<file path="src/design/t2c_pkg.sv">
// constants for the timer 2 capture/reload counter block
package t2c_pkg;

   // register indices; byte address on the bus is four times the index
   localparam logic [7:0] IDX_CONTROL  = 8'hc8;
   localparam logic [7:0] IDX_MODE     = 8'hc9;
   localparam logic [7:0] IDX_RCAP_LO  = 8'hca;
   localparam logic [7:0] IDX_RCAP_HI  = 8'hcb;
   localparam logic [7:0] IDX_COUNT_LO = 8'hcc;
   localparam logic [7:0] IDX_COUNT_HI = 8'hcd;
   localparam logic [7:0] IDX_IRQ_STS  = 8'hd0;
   localparam logic [7:0] IDX_IRQ_MSK  = 8'hd1;
   localparam logic [7:0] IDX_AUX_CFG  = 8'hd2;

   // timer2_control field positions
   localparam int CTL_OVF   = 7;
   localparam int CTL_EXF   = 6;
   localparam int CTL_RCLK  = 5;
   localparam int CTL_SERIAL_TRANSMIT_CLOCK_SELECT  = 4;
   localparam int CTL_EXEN  = 3;
   localparam int CTL_RUN   = 2;
   localparam int CTL_CT    = 1;
   localparam int CTL_CPRL  = 0;

   // timer2_mode_control field positions
   localparam int MOD_HC_LO = 4;
   localparam int MOD_HC_HI = 7;
   localparam int MOD_CRST  = 3;
   localparam int MOD_DOWN_COUNT_ENABLE  = 0;
   localparam logic [7:0] MOD_WMASK = 8'hf9;

   // interrupt status / mask bits
   localparam int STS_OVF = 0;
   localparam int STS_EXT = 1;

   // reset values
   localparam logic [7:0]  RST_BYTE = 8'h00;
   localparam logic [15:0] RST_WORD = 16'h0000;

   // count limits
   localparam logic [15:0] CNT_MAX  = 16'hffff;
   localparam logic [15:0] CNT_ZERO = 16'h0000;

   // clocks per tick: baud mode, timer fast, timer slow
   localparam logic [3:0] BAUD_DIV = 4'h2;
   localparam logic [3:0] FAST_DIV = 4'h4;
   localparam logic [3:0] SLOW_DIV = 4'hc;

endpackage

</file>
<file path="src/design/t2c_timer.sv">
// timer 2 counter with capture, auto-reload, up/down and wishbone registers
`timescale 1ns/10ps
`default_nettype none

// bus side: one classic cycle per register access
// request taken on the edge where cyc and stb are high and ack is low
// ack stands for exactly one cycle after that edge; read data holds until the next request
// ack high in the following cycle keeps a held request from being taken twice
// only byte lane 0 carries data; other lanes are ignored
// unmapped indices read zero and still acknowledge, so software never hangs
// sixteen-bit count and reload go as two bytes with no latch; a running
// count read byte by byte may tear, stop the timer first if that matters
//
// pin side: both pins pass two synchroniser stages and one compare stage
// a fall is seen three edges after the pin drops; a pin must be sampled low
// on at least one edge or the fall may be lost
//
// interrupt side: status bits are sticky, cleared by writing ones;
// a hardware set in the same cycle as a clear wins so no event is lost
// the interrupt output is registered from the next status and mask, so it changes on the same edge as the status

module t2c_timer (
   // clock and reset
   input  wire logic        clk_i,
   input  wire logic        rst_i,
   // wishbone classic slave
   input  wire logic        wb_cyc_i,
   input  wire logic        wb_stb_i,
   input  wire logic        wb_we_i,
   input  wire logic [9:0]  wb_adr_i,
   input  wire logic [3:0]  wb_sel_i,
   input  wire logic [31:0] wb_dat_i,
   output logic      [31:0] wb_dat_o,
   output logic             wb_ack_o,
   // pins
   input  wire logic        external_trigger_pin_i,
   input  wire logic        count_input_pin_i,
   // external interrupts 2..5 service entry
   input  wire logic [3:0]  ext_int_isr_entry_i,
   output logic      [3:0]  ext_int_hw_clear_o,
   // serial port baud tick and timer interrupt
   output logic             baud_overflow_o,
   output logic             irq_o
);

   // operating mode, derived each cycle from the control bits
   typedef enum logic [1:0] {
      T2C_BAUD    = 2'b00,
      T2C_CAPTURE = 2'b01,
      T2C_RELOAD  = 2'b10,
      T2C_UPDOWN  = 2'b11
   } t2c_mode_t;

   // whole state of the block
   // ctl and mode mirror the two control registers bit for bit
   // rcap doubles as capture target and reload source
   // trg_s and cin_s are the pin synchronisers plus the compare stage
   // presc divides the clock down to the timer tick
   // ack, dat, irq, baud_ovf and hwclr feed the outputs directly,
   // so every output comes straight from a flop
   typedef struct packed {
      logic [7:0]  ctl;
      logic [7:0]  mode;
      logic [15:0] rcap;
      logic [15:0] cnt;
      logic        speed;
      logic [1:0]  sts;
      logic [1:0]  msk;
      logic [2:0]  trg_s;
      logic [2:0]  cin_s;
      logic [3:0]  presc;
      logic        ack;
      logic [31:0] dat;
      logic        irq;
      logic        baud_ovf;
      logic [3:0]  hwclr;
   } t2c_state_t;

   t2c_state_t q;
   t2c_state_t d;

   // register index match, used by both read and write decode
   function automatic logic t2c_hit(input logic [9:0] adr, input logic [7:0] idx);
      t2c_hit = (adr[9:2] == idx);
   endfunction

   logic        req;
   logic        wr;
   logic        baud;
   logic        trg_fall;
   logic        cin_fall;
   logic        trg_act;
   logic        tick;
   logic        tf_set;
   logic        exf_set;
   logic [3:0]  div;
   logic [7:0]  wbyte;
   logic [7:0]  rbyte;
   t2c_mode_t   md;

   // next-state logic
   always_comb begin
      d        = q;
      d.ack    = 1'b0;
      d.baud_ovf = 1'b0;
      tick     = 1'b0;
      tf_set   = 1'b0;
      exf_set  = 1'b0;
      rbyte    = rst_byte_f();
      wbyte    = wb_dat_i[7:0];
      req      = wb_cyc_i & wb_stb_i & ~q.ack;
      wr       = req & wb_we_i & wb_sel_i[0];

      // first stage feeds only the second; edges seen on stages 1 and 2
      d.trg_s  = {q.trg_s[1:0], external_trigger_pin_i};
      d.cin_s  = {q.cin_s[1:0], count_input_pin_i};
      trg_fall = q.trg_s[2] & ~q.trg_s[1];
      cin_fall = q.cin_s[2] & ~q.cin_s[1];

      baud = q.ctl[t2c_pkg::CTL_RCLK] | q.ctl[t2c_pkg::CTL_SERIAL_TRANSMIT_CLOCK_SELECT];
      if (baud) begin
         md = T2C_BAUD;
      end else if (q.ctl[t2c_pkg::CTL_CPRL]) begin
         md = T2C_CAPTURE;
      end else if (q.mode[t2c_pkg::MOD_DOWN_COUNT_ENABLE]) begin
         md = T2C_UPDOWN;
      end else begin
         md = T2C_RELOAD;
      end

      // tick source; prescaler held at zero while stopped
      div = baud ? t2c_pkg::BAUD_DIV : (q.speed ? t2c_pkg::FAST_DIV : t2c_pkg::SLOW_DIV);
      if (!q.ctl[t2c_pkg::CTL_RUN]) begin
         d.presc = 4'h0;
      end else if (q.ctl[t2c_pkg::CTL_CT] && !baud) begin
         tick = cin_fall;
      end else if (q.presc == (div - 4'h1)) begin
         d.presc = 4'h0;
         tick    = 1'b1;
      end else begin
         d.presc = q.presc + 4'h1;
      end

      // counting; no tick leaves the count untouched
      // overflow is detected on the all-ones value before the increment,
      // so the wrap and the flag land on the same edge as the reload
      // down counting compares against the reload value, not zero,
      // which lets software set the lower bound of the count
      if (tick) begin
         case (md)
            T2C_BAUD: begin
               if (q.cnt == t2c_pkg::CNT_MAX) begin
                  d.cnt      = q.rcap;
                  d.baud_ovf = 1'b1;
               end else begin
                  d.cnt = q.cnt + 16'h0001;
               end
            end
            T2C_CAPTURE: begin
               if (q.cnt == t2c_pkg::CNT_MAX) begin
                  d.cnt  = t2c_pkg::CNT_ZERO;
                  tf_set = 1'b1;
               end else begin
                  d.cnt = q.cnt + 16'h0001;
               end
            end
            T2C_RELOAD: begin
               if (q.cnt == t2c_pkg::CNT_MAX) begin
                  d.cnt  = q.rcap;
                  tf_set = 1'b1;
               end else begin
                  d.cnt = q.cnt + 16'h0001;
               end
            end
            T2C_UPDOWN: begin
               // trigger level high counts up, low counts down
               if (q.trg_s[2]) begin
                  if (q.cnt == t2c_pkg::CNT_MAX) begin
                     d.cnt   = q.rcap;
                     tf_set  = 1'b1;
                     exf_set = 1'b1;
                  end else begin
                     d.cnt = q.cnt + 16'h0001;
                  end
               end else if (q.cnt == q.rcap) begin
                  d.cnt   = t2c_pkg::CNT_MAX;
                  tf_set  = 1'b1;
                  exf_set = 1'b1;
               end else begin
                  d.cnt = q.cnt - 16'h0001;
               end
            end
            default: begin
               d.cnt = q.cnt;
            end
         endcase
      end

      // trigger edge: ignored unless enabled; direction input in up/down mode
      trg_act = trg_fall & q.ctl[t2c_pkg::CTL_EXEN] & (md != T2C_UPDOWN);
      if (trg_act) begin
         exf_set = 1'b1;
         if (md == T2C_CAPTURE) begin
            d.rcap = q.cnt;
            if (q.mode[t2c_pkg::MOD_CRST]) begin
               d.cnt = t2c_pkg::CNT_ZERO;
            end
         end else if (md == T2C_RELOAD) begin
            d.cnt = q.rcap;
         end
         // baud mode: flag only, no capture or reload
      end

      // software writes; a write to a count byte wins over counting
      // writes come after tick and trigger logic so they override both;
      // the flag sets below come later still and override a write
      // mode bits 2:1 are reserved and always read zero
      if (wr) begin
         if (t2c_hit(wb_adr_i, t2c_pkg::IDX_CONTROL)) begin
            d.ctl = wbyte;
         end
         if (t2c_hit(wb_adr_i, t2c_pkg::IDX_MODE)) begin
            d.mode = wbyte & t2c_pkg::MOD_WMASK;
         end
         if (t2c_hit(wb_adr_i, t2c_pkg::IDX_RCAP_LO)) begin
            d.rcap[7:0] = wbyte;
         end
         if (t2c_hit(wb_adr_i, t2c_pkg::IDX_RCAP_HI)) begin
            d.rcap[15:8] = wbyte;
         end
         if (t2c_hit(wb_adr_i, t2c_pkg::IDX_COUNT_LO)) begin
            d.cnt[7:0] = wbyte;
         end
         if (t2c_hit(wb_adr_i, t2c_pkg::IDX_COUNT_HI)) begin
            d.cnt[15:8] = wbyte;
         end
         if (t2c_hit(wb_adr_i, t2c_pkg::IDX_IRQ_STS)) begin
            d.sts = q.sts & ~wbyte[1:0]; // write one to clear
         end
         if (t2c_hit(wb_adr_i, t2c_pkg::IDX_IRQ_MSK)) begin
            d.msk = wbyte[1:0];
         end
         if (t2c_hit(wb_adr_i, t2c_pkg::IDX_AUX_CFG)) begin
            d.speed = wbyte[0];
         end
      end

      // hardware sets win over a software clear in the same cycle
      if (tf_set) begin
         d.ctl[t2c_pkg::CTL_OVF]  = 1'b1;
         d.sts[t2c_pkg::STS_OVF]  = 1'b1;
      end
      if (exf_set) begin
         d.ctl[t2c_pkg::CTL_EXF]  = 1'b1;
         d.sts[t2c_pkg::STS_EXT]  = 1'b1;
      end
      d.irq = |(d.sts & d.msk);

      // auto-clear request for ext int 2..5 on service entry
      d.hwclr = ext_int_isr_entry_i & q.mode[t2c_pkg::MOD_HC_HI:t2c_pkg::MOD_HC_LO];

      // read mux; unmapped indices read zero and still acknowledge
      // data comes from the registered state, so a read in the same
      // cycle as an update returns the value before that update
      if (t2c_hit(wb_adr_i, t2c_pkg::IDX_CONTROL)) begin
         rbyte = q.ctl;
      end else if (t2c_hit(wb_adr_i, t2c_pkg::IDX_MODE)) begin
         rbyte = q.mode;
      end else if (t2c_hit(wb_adr_i, t2c_pkg::IDX_RCAP_LO)) begin
         rbyte = q.rcap[7:0];
      end else if (t2c_hit(wb_adr_i, t2c_pkg::IDX_RCAP_HI)) begin
         rbyte = q.rcap[15:8];
      end else if (t2c_hit(wb_adr_i, t2c_pkg::IDX_COUNT_LO)) begin
         rbyte = q.cnt[7:0];
      end else if (t2c_hit(wb_adr_i, t2c_pkg::IDX_COUNT_HI)) begin
         rbyte = q.cnt[15:8];
      end else if (t2c_hit(wb_adr_i, t2c_pkg::IDX_IRQ_STS)) begin
         rbyte = {6'h00, q.sts};
      end else if (t2c_hit(wb_adr_i, t2c_pkg::IDX_IRQ_MSK)) begin
         rbyte = {6'h00, q.msk};
      end else if (t2c_hit(wb_adr_i, t2c_pkg::IDX_AUX_CFG)) begin
         rbyte = {7'h00, q.speed};
      end
      if (req) begin
         d.ack = 1'b1;
         d.dat = {24'h000000, rbyte};
      end
   end

   // constant zero byte as a function keeps the read default named
   function automatic logic [7:0] rst_byte_f();
      rst_byte_f = t2c_pkg::RST_BYTE;
   endfunction

   // state register; synchronous reset to constants only
   // reset clears the synchronisers to low; the idle-high pins then
   // show a rise, never a fall, so no false trigger follows reset
   // every register runs on every edge; no enable gating
   always_ff @(posedge clk_i) begin
      if (rst_i) begin
         q <= '0;
      end else begin
         q <= d;
      end
   end

   // outputs straight from flops
   assign wb_dat_o           = q.dat;
   assign wb_ack_o           = q.ack;
   assign irq_o              = q.irq;
   assign baud_overflow_o    = q.baud_ovf;
   assign ext_int_hw_clear_o = q.hwclr;

endmodule

`default_nettype wire

</file>
<file path="config.mk">
export PLATFORM = sky130hd
export DESIGN_NAME = t2c_timer
export DESIGN_NICKNAME = d
export VERILOG_FILES = /design/src/design/t2c_pkg.sv /design/src/design/t2c_timer.sv
export SDC_FILE = /design/constraint.sdc
export NUM_CORES = 1
export LEC_CHECK = 0
export BUFFER_PORTS_ARGS = -buffer_cell sky130_fd_sc_hd__buf_2
export CAP_MARGIN = 15
export CORE_ASPECT_RATIO = 0.9
export CORE_MARGIN = 2
export CORE_UTILIZATION = 40
export CTS_CLUSTER_DIAMETER = 120
export DETAILED_ROUTE_END_ITERATION = 16
export GPL_TIMING_DRIVEN = 0
export PLACE_DENSITY = 0.69
export SLEW_MARGIN = 40
export SYNTH_ARGS = -nofsm -noshare
export SYNTH_HDL_FRONTEND = slang
export SYNTH_SLANG_ARGS = --single-unit
</file>
<file path="constraint.sdc">
create_clock -name clk_i -period 7.7 [get_ports clk_i]
set_input_delay 0.77 -clock clk_i [delete_from_list [all_inputs] [get_ports clk_i]]
set_output_delay 0.77 -clock clk_i [all_outputs]
set_load 0.02 [all_outputs]
</file>
After elaboration in Yosys (flattened, before gate mapping)
Index checks and enable logic that the tools add are counted.
{"block": "classes", "add_sub_neg": 4, "eq_ne": 16, "mux": 52, "n_bitwise": 19, "n_reduce_logical": 17}
{"operator": "$mux W16", "n": 9}
{"operator": "$mux W8", "n": 12}
{"operator": "$eq A8 B8 Y1 const B", "n": 9}
{"operator": "$mux W53", "n": 1}
{"operator": "$pmux W16 S3", "n": 1}
{"operator": "$mux W33", "n": 1}
{"operator": "$mux W32", "n": 1}
{"operator": "$mux W1", "n": 17}
{"operator": "$add A16 B1 Y16 const B", "n": 1}
{"operator": "$eq A16 B16 Y1", "n": 1}
{"operator": "$eq A16 B16 Y1 const B", "n": 1}
{"operator": "$sub A16 B1 Y16 const B", "n": 1}
{"operator": "$mux W2", "n": 6}
{"operator": "$mux W4", "n": 3}
{"operator": "$reduce_and A2 Y1", "n": 5}
{"operator": "$and A1 B1 Y1", "n": 8}
{"operator": "$reduce_bool A2 Y1", "n": 4}
{"operator": "$reduce_or A2 Y1", "n": 4}
{"operator": "$not A1 Y1", "n": 6}
{"operator": "$add A4 B1 Y4 const B", "n": 1}
{"operator": "$and A2 B2 Y2", "n": 2}
{"operator": "$and A4 B4 Y4", "n": 1}
{"operator": "$eq A2 B2 Y1 const B", "n": 2}
{"operator": "$eq A4 B4 Y1", "n": 1}
{"operator": "other kinds (10)", "n": 10}
{"block": "totals", "regBits": 76, "input_bits": 57, "out_inout_bits": 39, "word_cells": 125}

Logic depth before layout (Yosys ltp)
{"block": "depth", "ltp_word": 16, "mapped_depth": 12, "mapped_depth_nobuf": 11}

Least setup slack after synthesis
No wires, ideal clock.
{"block": "synth_timing", "path_kind": "flip-flop to flip-flop", "start": "reg q[99] (netlist name)", "end": "reg q[63] (netlist name)", "setup_time_ps": 132, "arrival_time_ps": 2619, "required_time_ps": 7568, "path_slack_ps": 4949, "stages_incl_launch_ff": 13, "n_path_buf": 1, "period_less_slack_ps": 2751, "path_cell_list": "dfxtp_1 nor2_1 o21ai_1 inv_1 ha_1 nor4bb_1 and3_1 clkbuf_1 a31o_2 nor2_1 a221o_1 a31oi_1 nor3_1"}
{"block": "synth_between", "elab_chain_cells": 13, "word_cells_on_any_way": 25, "cone_classes": "1 x add/sub; 5 x eq/ne; 13 x mux; 2 x bitwise; 4 x reduce/logical"}
{"element": "from (decl)", "line_no": "t2c_timer.sv:79", "text": "t2c_state_t q;"}
{"element": "from (signal assigned)", "line_no": "t2c_timer.sv:301", "text": "q <= '0;"}
{"element": "from (signal assigned)", "line_no": "t2c_timer.sv:303", "text": "q <= d;"}
{"element": "$or A1 B1 Y1 *", "line_no": "t2c_timer.sv:120", "text": "baud = q.ctl[t2c_pkg::CTL_RCLK] | q.ctl[t2c_pkg::CTL_SERIAL_TRANSMIT_CLOCK_SELECT];"}
{"element": "$mux W4", "line_no": "t2c_timer.sv:132", "text": "div = baud ? t2c_pkg::BAUD_DIV : (q.speed ? t2c_pkg::FAST_DIV : t2c_pkg::SLOW_DIV);"}
{"element": "$sub A4 B1 Y4", "line_no": "t2c_timer.sv:137", "text": "end else if (q.presc == (div - 4'h1)) begin"}
{"element": "$eq A4 B4 Y1", "line_no": "t2c_timer.sv:137"}
{"element": "$mux W1", "line_no": "t2c_timer.sv:137"}
{"element": "$mux W1", "line_no": "t2c_timer.sv:135", "text": "end else if (q.ctl[t2c_pkg::CTL_CT] && !baud) begin"}
{"element": "$mux W1", "line_no": "t2c_timer.sv:133", "text": "if (!q.ctl[t2c_pkg::CTL_RUN]) begin"}
{"element": "$mux W16", "line_no": "t2c_timer.sv:149", "text": "if (tick) begin"}
{"element": "$mux W16 (on tied branches)", "line_no": "t2c_timer.sv:208, t2c_timer.sv:205"}
{"element": "$mux W16", "line_no": "t2c_timer.sv:203", "text": "if (md == T2C_CAPTURE) begin"}
{"element": "$mux W32 *", "line_no": "t2c_timer.sv:201", "text": "if (trg_act) begin"}
{"element": "$mux W8", "line_no": "t2c_timer.sv:234", "text": "if (t2c_hit(wb_adr_i, t2c_pkg::IDX_COUNT_HI)) begin"}
{"element": "$mux W53 *", "line_no": "t2c_timer.sv:218", "text": "if (wr) begin"}
Mark *: on every way between the ends. The rest lies on a longest branch, timed or not. The select of a mux whose other input is x is not followed.
A chain may end at the register's enable or synchronous reset.

Worst setup path in the final report
{"block": "layout_timing", "start": "reg q[99] (netlist name)", "end": "reg q[60] (netlist name)"}
{"block": "layout_between", "elab_chain_cells": 13, "word_cells_on_any_way": 25, "cone_classes": "1 x add/sub; 5 x eq/ne; 13 x mux; 2 x bitwise; 4 x reduce/logical"}
{"element": "$or A1 B1 Y1 *", "line_no": "t2c_timer.sv:120"}
{"element": "$mux W4", "line_no": "t2c_timer.sv:132"}
{"element": "$sub A4 B1 Y4", "line_no": "t2c_timer.sv:137"}
{"element": "$eq A4 B4 Y1", "line_no": "t2c_timer.sv:137"}
{"element": "$mux W1", "line_no": "t2c_timer.sv:137"}
{"element": "$mux W1", "line_no": "t2c_timer.sv:135"}
{"element": "$mux W1", "line_no": "t2c_timer.sv:133"}
{"element": "$mux W16", "line_no": "t2c_timer.sv:149"}
{"element": "$mux W16 (on tied branches)", "line_no": "t2c_timer.sv:208, t2c_timer.sv:205"}
{"element": "$mux W16", "line_no": "t2c_timer.sv:203"}
{"element": "$mux W32 *", "line_no": "t2c_timer.sv:201"}
{"element": "$mux W8", "line_no": "t2c_timer.sv:231", "text": "if (t2c_hit(wb_adr_i, t2c_pkg::IDX_COUNT_LO)) begin"}
{"element": "$mux W53 *", "line_no": "t2c_timer.sv:218"}
Marked as above.

==> metrics.cfg <==
[outcome]
status = finished clean

[worst_hold_path]
hold_class = flop to flop
hold_path_depth = 1
hold_start = d[47]
worstHoldEndpoint = d[48]

[cells_and_area]
area_growth_pct = 15.3
nNetsFinal = 875
final_cells = 985
num_antenna_cells = 0
final_util_pct = 47.3
drive_above_1_share_pct = 15.1
final_area_um2 = 6320

[synth]
ys.flop_type = dfxtp_1
async_flop_share_pct = 0
synth.area.top_cells = dfxtp_1 28%, nand2_1 6.0%, a21oi_1 5.4%, buf_4 5.3%, nand3_1 5.0%
yosysUniqueCellTypes = 72
ys_warn_count = 0
ys_top_cells_by_count = 88 x nand2_1, 76 x dfxtp_1, 65 x nor2_1
synth_area_per_cell_um2 = 7.41
yosysTopAreaCellShare_pct = 27.8
synth_edf_count = 0
yosysMostFrequentCell = nand2_1
synthCells = 739
synth_sequential_area_ratio_pct = 27.8
syn_area_um2 = 5480
yosysTopAreaCell = dfxtp_1
ys_seq_elements = 76

[power]
vdd_ir_drop_max_v = 0.000106
p_leak_nw = 2.54
power-per-cell-area_nw_per_um2 = 150
total_power_mw = 0.947

[die]
die_area_um2 = 14600
die_y_um = 115
ios = 96
die_w_um = 127
num_rows = 40
coreArea_um2 = 13400
initial_core_util_pct = 41.0

[critical_path]
path_max_fanout = 9
rrSetupSlack_ns = 3.49
required_ns = 7.97
worstSetupEndpointType = flop
path_class = flop to flop
crit_start = q[99]
crit-reg2reg-launch = q[99]
reg2reg_depth = 12
crit_arrival_ns = 4.47
worstReg2RegEnd = q[60]
critPathLaunchType = flop

[sta]
finalHoldWorstSlack_ns = 0.435
worst_pin_slew_ns = 0.956
fin_crit_ns = 4.21
clock_skew_ns = 0.00700
layout_setup_ws_ns = 3.49
rsz0062_at_grt = false
finalSetupViolCount = 0
relSlewSlack_pct = 35.9
slew_violations = 0
finalHoldViolations = 0
finalCritPeriodShare_pct = 54.7
max_freq_mhz = 238
finalSetupTns_ns = 0

[grt]
grt_max_degree = 16
track_usage_pct = 27.7
antenna_found_initial = 0
grt_pass1_wl_um = 31100
grt_overflow = 0
grt_pass1_vias = 5521

[cts]
cts_max_path_buffers = 2
cts-root-buf = clkbuf_16
cts_made_buffers = 9
postCtsResizedCells = 0
post_cts_buffers = 0
clkSinkCount = 76
clk_latency_ns = 0.35
h-tree-depth = 3
cts_tree = built
clk_pin_slew_ns = 0.07
cts_hold_buf = 0

[detailed_routing]
drt_iter0_drc = 818
dr.pass1.iters = 5
vias_per_cell = 6.28
antenna_left = 0
routed_wl_um = 20600
avgRoutedWirePerCell_um = 20.9
drcViolationCount = 0
num_vias = 6187

[place]
dp_slack_ns = 3.79
port_buffers = 39
dp_hpwl_um = 14900
dp_cells = 969
gp_congestion = 1.01
dpl-instance-area_um2 = 5990

[job]
cap_violations = 0

## area by class of cell
type / instances / area, um2
fillers: 1343 / 7050
multi-input cells: 585 / 3520
flip-flops and latches: 76 / 1520
plain buffers: 90 / 495
clock buffers: 9 / 225
well taps: 168 / 210
repair buffers: 39 / 195
clock inverters: 7 / 105
inverters: 11 / 41.3
## metal layers
layer | share of wire, % | global-route usage [%]
met3 | 14 | 8.98
met4 | 2.8 | 10.2
met1 | 41 | 37.7
met5 | 0 | 0
met2 | 42 | 40.9
## registers in the layout (all words and copies together), names as in the netlist
signal              cells
q                      57
d                       4
ext_int_hw_clear_o      4
baud_overflow_o         1
wb_dat_o                8
irq_o                   1
wb_ack_o                1
## kinds of logic (layout without fill, tap and decap cells)
kind of cell	Yosys count	count (layout)	share of synthesized area, %
muxes	19	19	3.54
AOI/OAI and AO/OA	194	194	23.9
other	1	24	0.0685
xor gates and xnor gates	33	33	5.28
adders and majority gates	6	6	1.37
buffers and inverters	101	156	9.80
and+or+nand+nor	309	309	28.3
DFF	76	76	27.8
## report_power, final
| part | leakage (nW) | internal [mW] | switching (mW) | total, mW |
|---|---|---|---|---|
| Clock | 0.159 | 0.290 | 0.190 | 0.480 |
| Sequential | 0.614 | 0.396 | 0.00111 | 0.397 |
| Combinational | 1.76 | 0.0233 | 0.0469 | 0.0702 |
## cell usage in the layout, fill, tap and decap left out, types with 12 or more instances in the layout
cell type,count
a211oi_1,14
o211ai_1,12
conb_1,24
nor3_1,20
nand3_1,55
buf_4,39
xor2_1,22
clkbuf_1,39
nand2_1,88
a21oi_1,59
mux2i_1,16
buf_2,48
dfxtp_1,76
o21ai_0,25
nor2_1,65
a311oi_1,18
and3_1,14
## worst max-delay path, cell delays in order (launching register included)
cell	delay (ns)
dfxtp_1	0.38
nor2_1	0.33
o21ai_1	0.39
inv_1	0.21
ha_1	0.34
nor4bb_1	0.13
and3_1	0.19
clkbuf_1	0.21
a31oi_1	0.67
nand2_1	0.15
nor2_1	0.59
o31ai_1	0.27
a211oi_1	0.27
## worst max-delay path by stage
| stage | endpoint | slack (ns) | depth (start not counted) |
|---|---|---|---|
| after detailed placement | q[60] | 3.79 | 12 |
| after global placement | q[60] | 3.80 | 12 |
| after CTS | q[60] | 3.79 | 12 |
| after floorplan | q[63] | 4.95 | 12 |
| final | q[60] | 3.49 | 12 |
| after global routing | q[60] | 3.30 | 12 |
Note: power is estimated with default switching activity, not from simulation.
